## src/acc_defs.svh

```systemverilog
// Functional notes
// - continuous mode repeats conversion of selected channel, each result overwrites the last.
// - continuous mode keeps start bit set until cleared or mode off and conversion ends.
// - outside continuous mode the start bit clears itself when the conversion ends.
// - while compare is enabled, each 10-bit result is compared with the 10-bit reference into compare output.
// - compare output is refreshed from every new conversion result while compare is enabled, else it holds.
// - a change of compare output sets the compare change flag.
// - compare change requests an interrupt only if its enable was already set.
// - reference upper eight bits in high byte, lowest two in low register bits 7-6.
// - reference writes are taken only while compare is disabled.
// - each conversion takes 34 converter clock cycles.
// - done flag is set at the end of every conversion.
// - result upper eight bits in result high byte, low two in control bits 7-6.
// - start requests during a conversion in progress are ignored.
`ifndef ACC_DEFS_SVH
`define ACC_DEFS_SVH

// register byte offsets
`define ACC_OFF_CTRL 8'h00
`define ACC_OFF_RES_HI 8'h04
`define ACC_OFF_REF_HI 8'h08
`define ACC_OFF_REF_LO 8'h0C
`define ACC_OFF_CMP 8'h10
`define ACC_OFF_CONT 8'h14
`define ACC_OFF_STAT 8'h18
`define ACC_OFF_MASK 8'h1C

// converter_control fields
`define ACC_CTRL_CH_LSB 0
`define ACC_CTRL_CH_MSB 2
`define ACC_CTRL_START 3
`define ACC_CTRL_DONE 4
`define ACC_CTRL_EXT 5
`define ACC_CTRL_RES0 6
`define ACC_CTRL_RES1 7

// reference low register field
`define ACC_REF_LO_LSB 6
`define ACC_REF_LO_MSB 7

// compare control fields
`define ACC_CMP_EN 0
`define ACC_CMP_IRQ_EN 1
`define ACC_CMP_OUT 2
`define ACC_CMP_CHG 3

// continuous control field
`define ACC_CONT_EN 0

// interrupt status and mask bits
`define ACC_IRQ_DONE 0
`define ACC_IRQ_CMP 1

// reset values
`define ACC_RST_BYTE 8'h00
`define ACC_RST_REF 10'h000
`define ACC_RST_IRQ 2'h0

// conversion length in converter clock cycles
`define ACC_CONV_CYCLES 6'h22
`define ACC_CONV_LAST (`ACC_CONV_CYCLES - 6'h01)

`endif

```

## src/acc_pkg.sv

```systemverilog
package acc_pkg;

  typedef struct packed {
    logic cyc;
    logic stb;
    logic we;
    logic [7:0] adr;
    logic [3:0] sel;
    logic [31:0] dat;
  } acc_wb_req_t;

  typedef struct packed {
    logic ack;
    logic [31:0] dat;
  } acc_wb_rsp_t;

  typedef struct packed {
    logic busy;
    logic [5:0] cnt;
  } acc_tmr_state_t;

  typedef struct packed {
    logic [2:0] chan;
    logic start;
    logic done_flag;
    logic ext_en;
    logic ext_prev;
    logic cont;
    logic [9:0] result;
    logic [9:0] cmp_ref;
    logic cmp_en;
    logic cmp_irq_en;
    logic cmp_out;
    logic chg_flag;
    logic [1:0] status;
    logic [1:0] mask;
    logic ack;
    logic [31:0] dat;
  } acc_state_t;

endpackage

```

## src/acc_conv_timer.sv

```systemverilog
`timescale 1ns/1ps
`include "acc_defs.svh"

module acc_conv_timer import acc_pkg::*; (
  input wire logic clk_i,
  input wire logic rst_i,
  input wire logic start_i,
  output logic busy_o,
  output logic done_o
);

  acc_tmr_state_t t_r;
  acc_tmr_state_t t_nxt;

  assign busy_o = t_r.busy;
  assign done_o = t_r.busy && (t_r.cnt == `ACC_CONV_LAST);

  always_comb begin
    t_nxt = t_r;
    if (t_r.busy) begin
      // a start while busy has no effect
      if (done_o) begin
        t_nxt.busy = 1'b0;
        t_nxt.cnt = 6'h00;
      end else begin
        t_nxt.cnt = t_r.cnt + 6'h01;
      end
    end else if (start_i) begin
      t_nxt.busy = 1'b1;
      t_nxt.cnt = 6'h00;
    end
  end

  always_ff @(posedge clk_i) begin
    if (rst_i) begin
      t_r <= '0;
    end else begin
      t_r <= t_nxt;
    end
  end

  a_conv_len_34: assert property (@(posedge clk_i) disable iff (rst_i)
    $rose(busy_o) |-> ##33 done_o)
    else $error("conversion did not end after 34 cycles");

  a_done_ends_busy: assert property (@(posedge clk_i) disable iff (rst_i)
    done_o |=> !busy_o)
    else $error("busy still high after done");

  a_busy_no_restart: assert property (@(posedge clk_i) disable iff (rst_i)
    busy_o && !done_o |=> busy_o && (t_r.cnt == $past(t_r.cnt) + 6'h01))
    else $error("conversion disturbed while in progress");

endmodule

```

## src/acc_top.sv

```systemverilog
`timescale 1ns/1ps
`include "acc_defs.svh"

module acc_top import acc_pkg::*; (
  input wire logic clk_i,
  input wire logic rst_i,
  input wire acc_wb_req_t wb_req_i,
  output acc_wb_rsp_t wb_rsp_o,
  input wire logic [9:0] sample_i,
  input wire logic ext_start_i,
  output logic [2:0] channel_o,
  output logic conv_busy_o,
  output logic irq_o
);

  acc_state_t s_r;
  acc_state_t s_nxt;

  logic req;
  logic wr;
  logic rd;
  logic [7:0] wd;
  logic [7:0] rbyte;
  logic ext_edge;
  logic take;
  logic tmr_busy;
  logic conv_done;
  logic new_cmp;
  logic cmp_chg;
  logic ctrl_wr;

  ////////////////////////////////////////////////////////////////////////////
  // conversion sequencer

  acc_conv_timer u_timer (
    .clk_i(clk_i),
    .rst_i(rst_i),
    .start_i(take),
    .busy_o(tmr_busy),
    .done_o(conv_done)
  );

  assign ext_edge = ext_start_i && !s_r.ext_prev;
  assign take = !tmr_busy && (s_r.start || (ext_edge && s_r.ext_en));
  assign new_cmp = (sample_i >= s_r.cmp_ref);
  assign cmp_chg = conv_done && s_r.cmp_en && (new_cmp != s_r.cmp_out);

  ////////////////////////////////////////////////////////////////////////////
  // bus decode

  assign req = wb_req_i.cyc && wb_req_i.stb && !s_r.ack;
  assign wr = req && wb_req_i.we && wb_req_i.sel[0];
  assign rd = req && !wb_req_i.we;
  assign wd = wb_req_i.dat[7:0];
  assign ctrl_wr = wr && (wb_req_i.adr == `ACC_OFF_CTRL);

  always_comb begin
    rbyte = 8'h00;
    if (wb_req_i.adr == `ACC_OFF_CTRL) begin
      rbyte = {s_r.result[1:0], s_r.ext_en, s_r.done_flag, s_r.start, s_r.chan};
    end else if (wb_req_i.adr == `ACC_OFF_RES_HI) begin
      rbyte = s_r.result[9:2];
    end else if (wb_req_i.adr == `ACC_OFF_REF_HI) begin
      rbyte = s_r.cmp_ref[9:2];
    end else if (wb_req_i.adr == `ACC_OFF_REF_LO) begin
      rbyte = {s_r.cmp_ref[1:0], 6'h00};
    end else if (wb_req_i.adr == `ACC_OFF_CMP) begin
      rbyte = {4'h0, s_r.chg_flag, s_r.cmp_out, s_r.cmp_irq_en, s_r.cmp_en};
    end else if (wb_req_i.adr == `ACC_OFF_CONT) begin
      rbyte = {7'h00, s_r.cont};
    end else if (wb_req_i.adr == `ACC_OFF_STAT) begin
      rbyte = {6'h00, s_r.status};
    end else if (wb_req_i.adr == `ACC_OFF_MASK) begin
      rbyte = {6'h00, s_r.mask};
    end else begin
      rbyte = 8'h00;
    end
  end

  ////////////////////////////////////////////////////////////////////////////
  // state update

  always_comb begin
    s_nxt = s_r;
    s_nxt.ext_prev = ext_start_i;
    s_nxt.ack = req;
    if (rd) begin
      s_nxt.dat = {24'h000000, rbyte};
    end

    // end of conversion
    if (conv_done) begin
      s_nxt.result = sample_i;
      if (!s_r.cont) begin
        s_nxt.start = 1'b0;
      end
      if (s_r.cmp_en) begin
        s_nxt.cmp_out = new_cmp;
      end
    end
    if (take) begin
      s_nxt.start = 1'b1;
    end

    // software writes
    if (ctrl_wr) begin
      s_nxt.chan = wd[`ACC_CTRL_CH_MSB:`ACC_CTRL_CH_LSB];
      s_nxt.start = wd[`ACC_CTRL_START];
      s_nxt.ext_en = wd[`ACC_CTRL_EXT];
      if (!wd[`ACC_CTRL_DONE]) begin
        s_nxt.done_flag = 1'b0;
      end
    end
    if (wr && (wb_req_i.adr == `ACC_OFF_REF_HI) && !s_r.cmp_en) begin
      s_nxt.cmp_ref[9:2] = wd;
    end
    if (wr && (wb_req_i.adr == `ACC_OFF_REF_LO) && !s_r.cmp_en) begin
      s_nxt.cmp_ref[1:0] = wd[`ACC_REF_LO_MSB:`ACC_REF_LO_LSB];
    end
    if (wr && (wb_req_i.adr == `ACC_OFF_CMP)) begin
      s_nxt.cmp_en = wd[`ACC_CMP_EN];
      s_nxt.cmp_irq_en = wd[`ACC_CMP_IRQ_EN];
      if (wd[`ACC_CMP_CHG]) begin
        s_nxt.chg_flag = 1'b0;
      end
    end
    if (wr && (wb_req_i.adr == `ACC_OFF_CONT)) begin
      s_nxt.cont = wd[`ACC_CONT_EN];
    end
    if (wr && (wb_req_i.adr == `ACC_OFF_MASK)) begin
      s_nxt.mask = wd[1:0];
    end
    if (rd && (wb_req_i.adr == `ACC_OFF_STAT)) begin
      s_nxt.status = `ACC_RST_IRQ;
    end

    // hardware sets last so they win over a clear in the same cycle
    if (conv_done) begin
      s_nxt.done_flag = 1'b1;
      s_nxt.status[`ACC_IRQ_DONE] = 1'b1;
    end
    if (cmp_chg) begin
      s_nxt.chg_flag = 1'b1;
      if (s_r.cmp_irq_en) begin
        s_nxt.status[`ACC_IRQ_CMP] = 1'b1;
      end
    end
  end

  always_ff @(posedge clk_i) begin
    if (rst_i) begin
      s_r <= '0;
      s_r.result <= `ACC_RST_REF;
      s_r.cmp_ref <= `ACC_RST_REF;
      s_r.mask <= `ACC_RST_IRQ;
      s_r.status <= `ACC_RST_IRQ;
    end else begin
      s_r <= s_nxt;
    end
  end

  ////////////////////////////////////////////////////////////////////////////
  // outputs

  assign wb_rsp_o.ack = s_r.ack;
  assign wb_rsp_o.dat = s_r.dat;
  assign channel_o = s_r.chan;
  assign conv_busy_o = tmr_busy;
  assign irq_o = |(s_r.status & s_r.mask);

  ////////////////////////////////////////////////////////////////////////////
  // checks

  a_single_start_clr: assert property (@(posedge clk_i) disable iff (rst_i)
    conv_done && !s_r.cont && !ctrl_wr |=> !s_r.start)
    else $error("start bit not cleared after single conversion");

  a_cont_start_hold: assert property (@(posedge clk_i) disable iff (rst_i)
    conv_done && s_r.cont && s_r.start && !ctrl_wr |=> s_r.start)
    else $error("start bit dropped in continuous mode");

  a_cont_restart: assert property (@(posedge clk_i) disable iff (rst_i)
    (conv_done && s_r.cont && s_r.start && !ctrl_wr) ##1 !ctrl_wr |=> tmr_busy)
    else $error("continuous mode did not restart conversion");

  a_done_flag_set: assert property (@(posedge clk_i) disable iff (rst_i)
    conv_done |=> s_r.done_flag && s_r.status[`ACC_IRQ_DONE])
    else $error("done flag not set at conversion end");

  a_result_capture: assert property (@(posedge clk_i) disable iff (rst_i)
    conv_done |=> s_r.result == $past(sample_i))
    else $error("result not captured at conversion end");

  a_cmp_update: assert property (@(posedge clk_i) disable iff (rst_i)
    conv_done && s_r.cmp_en |=> s_r.cmp_out == ($past(sample_i) >= s_r.cmp_ref))
    else $error("compare output does not match result");

  a_cmp_hold: assert property (@(posedge clk_i) disable iff (rst_i)
    !(conv_done && s_r.cmp_en) |=> $stable(s_r.cmp_out))
    else $error("compare output changed without evaluation");

  a_chg_flag_set: assert property (@(posedge clk_i) disable iff (rst_i)
    conv_done && s_r.cmp_en && (new_cmp != s_r.cmp_out) |=> s_r.chg_flag)
    else $error("change flag not set on compare change");

  a_irq_gated: assert property (@(posedge clk_i) disable iff (rst_i)
    cmp_chg && !s_r.cmp_irq_en && !s_r.status[`ACC_IRQ_CMP]
    |=> !s_r.status[`ACC_IRQ_CMP])
    else $error("compare interrupt raised while disabled");

  a_irq_raised: assert property (@(posedge clk_i) disable iff (rst_i)
    cmp_chg && s_r.cmp_irq_en |=> s_r.status[`ACC_IRQ_CMP])
    else $error("compare interrupt not raised");

  a_ref_locked: assert property (@(posedge clk_i) disable iff (rst_i)
    s_r.cmp_en |=> $stable(s_r.cmp_ref))
    else $error("reference changed while compare enabled");

  a_wb_ack_pulse: assert property (@(posedge clk_i) disable iff (rst_i)
    req |=> s_r.ack ##1 !s_r.ack)
    else $error("bus ack not a single cycle after request");

endmodule

```

## config.mk

```make
export PLATFORM = sky130hd
export DESIGN_NAME = acc_top
export DESIGN_NICKNAME = d
export VERILOG_FILES = /design/src/acc_pkg.sv /design/src/acc_conv_timer.sv /design/src/acc_top.sv
export VERILOG_INCLUDE_DIRS = /design/src
export SDC_FILE = /design/constraint.sdc
export NUM_CORES = 1
export LEC_CHECK = 0
export CORE_MARGIN = 5
export CORE_UTILIZATION = 40
export CTS_CLUSTER_DIAMETER = 100
export CTS_CLUSTER_SIZE = 24
export DETAILED_ROUTE_END_ITERATION = 10
export DONT_BUFFER_PORTS = 1
export GPL_TIMING_DRIVEN = 0
export PLACE_DENSITY_LB_ADDON = 0.2
export RECOVER_POWER = 100
export SLEW_MARGIN = 30
export SYNTH_ARGS = -nofsm -noshare
export SYNTH_HDL_FRONTEND = slang
export SYNTH_SLANG_ARGS = --single-unit
```

## constraint.sdc

```tcl
create_clock -name clk_i -period 4.8 [get_ports clk_i]
set_input_delay 0.72 -clock clk_i [delete_from_list [all_inputs] [get_ports clk_i]]
set_output_delay 0.72 -clock clk_i [all_outputs]
set_load 0.05 [all_outputs]
```

# Word level (Yosys, flattened, before mapping)
# Index checks and enable logic that the tools add are counted.
op_classes:
  reduce_logical: 38
  n_eq_ne: 11
  n_mux: 24
  n_lt_le_gt_ge: 1
  addsub: 1
  n_bitwise: 1
ops:
  columns: ["operator", "count"]
  rows:
  - ["8-bit by 5-bit == test with 1-bit output, second input constant", 4]
  - ["8-bit two-way mux", 4]
  - ["1-bit logical AND", 20]
  - ["8-bit by 4-bit == test with 1-bit output, second input constant", 2]
  - ["7-bit two-way mux", 2]
  - ["10-bit greater-or-equal comparator", 1]
  - ["1-bit two-way mux", 10]
  - ["2-bit two-way mux", 5]
  - ["2-bit nonzero test", 5]
  - ["8-bit by 3-bit == test with 1-bit output, second input constant", 1]
  - ["8-bit zero test", 1]
  - ["2-bit AND reduction", 4]
  - ["6-bit by 1-bit adder with 6-bit output, second input constant", 1]
  - ["6-bit == test, second input constant", 1]
  - ["6-bit two-way mux", 1]
  - ["1-bit zero test", 5]
  - ["4-bit two-way mux", 1]
  - ["3-bit two-way mux", 1]
  - ["3-bit by 1-bit inequality test with 1-bit output, second input constant", 1]
  - ["3-bit nonzero test", 1]
  - ["2-bit AND", 1]
  - ["2-bit by 1-bit inequality test with 1-bit output, second input constant", 1]
  - ["2-bit OR reduction", 1]
  - ["1-bit logical OR", 1]
  - ["1-bit inequality test", 1]
word_totals:
  ff_bits: 52
  out_inout_bits: 38
  elab_cells: 96

# Longest topological paths before layout
depth:
  depth_word: 9
  mapped_depth: 8
  depth_no_buf: 8

# Hierarchy
# A second synthesis with hierarchy kept.
hier_totals:
  cells_unflattened: 357
  hier_area_um2: 3100.5
modules_own_cells:
  columns: ["module", "n_inst", "cells_each", "area_per_inst_um2", "seq_area_each_um2"]
  rows:
  - ["acc_top", 1, 310, 2675.1, 900.9]
  - ["acc_conv_timer", 1, 47, 425.4, 140.1]

# Worst setup path after synthesis
# Ideal clock, no wire load.
synth_timing:
  path_type: "input -> register"
  from: "input wb_req_i[40] in the netlist's numbering"
  to: "register s_r[41] in the netlist's numbering"
  arrival_ps: 2185
  slack_ps: 2487
  setup_time_ps: 128
  t_required_ps: 4672
  path_stages: 7
  path_buffers: 1
  cell_sequence: "or4_4 -> or3_1 -> buf_6 -> nor2_4 -> nand4_1 -> mux2i_1 -> nor2_1"
synth_via:
  elab_chain_len: 3
synth_rtl:
  columns: ["item", "line_no", "source"]
  rows:
  - ["start: declaration", "acc_top.sv:7", "input wire acc_wb_req_t wb_req_i,"]
  - ["8-bit by 4-bit == test with 1-bit output (no line)", null, null]
  - ["1-bit logical AND (2 in a row)", "acc_top.sv:117", "if (wr && (wb_req_i.adr == `ACC_OFF_REF_LO) && !s_r.cmp_en) begin"]
  - ["end signal: assignment", "acc_top.sv:158", "s_r <= s_nxt;"]
  - ["end: declaration", "acc_top.sv:16", "acc_state_t s_r;"]
# No other way between the ends.
# A chain may end at the register's enable or synchronous reset.

# Worst setup path in the final report
layout_timing:
  from: "input wb_req_i[40] in the netlist's numbering"
  to: "register s_r[44] in the netlist's numbering"
layout_via:
  elab_chain_len: 3
layout_rtl:
  columns: ["item", "line_no", "source"]
  rows:
  - ["8-bit by 4-bit == test with 1-bit output (no line)", null, null]
  - ["1-bit logical AND (2 in a row)", "acc_top.sv:114", "if (wr && (wb_req_i.adr == `ACC_OFF_REF_HI) && !s_r.cmp_en) begin"]
# No other way between the ends.

==> results.yml <==
outcome:
  status: "complete, no violations"
routing:
  drt-total-wl_microns: 7350
  firstDrtPassIters: 4
  drcViolationCount: 0
  vias_per_cell: 4.96
  route.vias.total: 2430
  post_drt_wl_per_cell_microns: 15.0
  drt_iter0_markers: 172
  ant_nets: 0
timing:
  clock_skew_ns: 0.00695
  finalMaxSlewViolations: 0
  max_freq_ghz: 0.376
  maxSlewHeadroom_pct: 42.4
  post-route-period-util_pct: 55.4
  max_slew.worst_pin.slew_ns: 0.858
  finalSetupViolations: 0
  hold_viol: 0
  setup-tns-final_ns: 0
  period_minus_slack_ns: 2.66
  setup_ws_ns: 2.14
  rsz0062_at_grt: "false"
critical_path:
  cp_max_fo: 9
  cp-end-kind: "flop"
  worst_ep_arrival_time_ns: 2.84
  cp.required_ns: 4.98
  r2r_start: "u_timer.busy_o$_SDFF_PP0_"
  slowest_stage: "or4_1"
  critical_path.cell_chain: "or4_1, or3_1, clkbuf_1, nor2_1, nand3_1, mux2i_1, nor2_1"
  slowest_delay_ns: 0.59
  r2r_slack_ns: 2.57
  crit_path_start_kind: "input pin"
  crit_type: "in -> reg"
  path_common_cell: "nor2_1"
  critPathLaunch: "wb_req_i[40]"
synth:
  yosys.cell_types.count: 50
  yosys_register_bits: 52
  synthFlopType: "dfxtp_1"
  synth_top_area_cell: "dfxtp_1"
  synth.cell_area_sq_um: 2880
  postSynthAreaPerCell_sq_um: 8.00
  synth_top_area_share_pct: 36.1
  synth_edf_count: 0
  yosysWarnings: 0
  yosysSeqAreaShare_pct: 36.1
  syn_inst: 360
  async_flop_share_pct: 0
  synth_common_cells: "52 x dfxtp_1, 45 x nor2_1, 43 x nand2_1, 36 x a21oi_1, 36 x buf_4"
  synth_area_leaders: "dfxtp_1 36%, buf_4 9.4%, a21oi_1 6.3%"
  yosysMostFrequentCell: "dfxtp_1"
global_route:
  antenna_found_initial: 0
  use_met3_pct: 3.51
  grt_pass1_vias: 2223
  grt_max_degree: 16
  grt-busiest-layer: "met2"
  met2_usage_pct: 27.5
  grt_pass1_wl_microns: 11500
  gr-total-overflow: 0
  met1_usage_pct: 22.8
  grt_util_all_layers_pct: 16.9
clock_tree:
  cts_tree: "built"
  cts_buffers: 5
  clock-sinks: 52
  clkTransAtPathRegs_ns: 0.09
  clock_latency_ns: 0.31
  cts_setup_buffers: 0
  clock-root-buffer: "clkbuf_8"
  cts_resized: 0
  htree_levels: 2
  cts_hold_buf: 0
  clockBufferDepth: 2
placement:
  dp_slack_ns: 2.26
  gp_congestion: 0.894
  dpl_cell_area_sq_um: 3090
  hpwlAfterDp_microns: 5830
  port_buffers: 0
  dp_cells: 482
min_path:
  hold_class: "reg -> reg"
  hold_path_startpoint: "s_r[59]$_SDFFE_PP0P_"
pwr:
  vdd_drop_max_mv: 0.159
  total_power_w: 0.000896
  cellPowerDensity_nw_per_um2: 286
  leakage_nw: 1.24
job:
  drv_cap: 0
floorplan:
  dieArea_sq_um: 9000
  core-area_sq_um: 7140
  num_io_pins: 98
  fp-row-count: 31
  die-height_microns: 94.9
  fp.dieW_microns: 94.9
  start_util_pct: 40.4
final_layout:
  antennaDiodeCount: 0
  areaGrowthSynthToFinish_pct: 8.68
  fin_area_sq_um: 3130
  nets: 462
  final_cells: 490
  fill_cells: 765
  layout-drive-gt1-share_pct: 9.72
critical path, delay by kind of cell:
family / cells / cell delay [ns]
and+or+nand+nor: 5 / 1.61
muxes: 1 / 0.29
buffers and inverters: 1 / 0.23
area by class of cell:
type,instances,area [sq um],share of cell area (%)
plain buffers,51,283,9.03
clock buffers,7,96.3,3.08
well taps,99,124,3.96
clock inverters,1,30.0,0.959
multi-input cells,264,1500,47.8
flip-flops and latches,52,1040,33.2
inverters,16,60.1,1.92
registers in the layout, indices dropped and copies added, names as in the netlist:
name,count
channel_o,3
s_r,33
u_timer.busy_o,1
u_timer.t_r,6
wb_rsp_o,9
layer usage:
| layer | wire length (microns) | share of wire, % | vias to the layer above |
|---|---|---|---|
| met2 | 3370 | 46 | 76 |
| met4 | 76 | 1.0 | 0 |
| li1 | - | - | 1232 |
| met3 | 530 | 7.2 | 8 |
| met5 | 0 | 0 | - |
| met1 | 3360 | 46 | 1114 |
stage by stage:
| stage | hold slack (ns) | utilization [%] |
|---|---|---|
| after floorplan | 0.433 | - |
| after global placement | 0.451 | 43.3 |
| after detailed placement | 0.452 | 43.3 |
| after CTS | 0.465 | 45.1 |
| after global routing | 0.486 | 43.9 |
| final | 0.464 | 43.9 |
placed cells by master, fill, tap and decap left out, types with 3 or more instances in the layout:
cell type / instances
nand3b_1: 4
buf_4: 24
nor3b_1: 3
mux2i_1: 17
ha_1: 12
inv_1: 16
nand3_1: 3
nor2_1: 46
clkbuf_1: 26
nand4_1: 4
a21o_1: 3
o21ai_0: 11
a211oi_1: 3
nor2b_1: 4
nor3_1: 15
conb_1: 24
nand2_1: 43
clkbuf_8: 7
dfxtp_1: 52
xor2_1: 3
a21oi_1: 36
power breakdown:
group	internal, W	switching (W)
Combinational	0.0000342	0.0000908
Clock	0.000184	0.000143
Sequential	0.000437	0.00000739
cell families (layout without fill, tap and decap cells):
| logic type | Yosys count | count (layout) | synth area share (%) |
|---|---|---|---|
| xor+xnor | 3 | 3 | 0.912 |
| flops | 52 | 52 | 36.1 |
| simple gates | 137 | 137 | 22.9 |
| compound gates | 70 | 70 | 14.7 |
| other cells | 1 | 24 | 0.130 |
| fa+ha+maj | 12 | 12 | 5.21 |
| mux | 18 | 18 | 6.30 |
| buf+inv | 67 | 75 | 13.7 |
path summary, 6_finish.rpt:
| path | end | cells past startpoint |
|---|---|---|
| worst min-delay path | s_r[59]$_SDFFE_PP0P_ | 2 |
| worst max register to register | s_r[54]$_SDFFE_PP0P_ | 5 |
| worst max-delay path | s_r[44]$_SDFFE_PP0P_ | 7 |
| worst min register to register | s_r[59]$_SDFFE_PP0P_ | 2 |
Note: power is estimated with default switching activity, not from simulation.
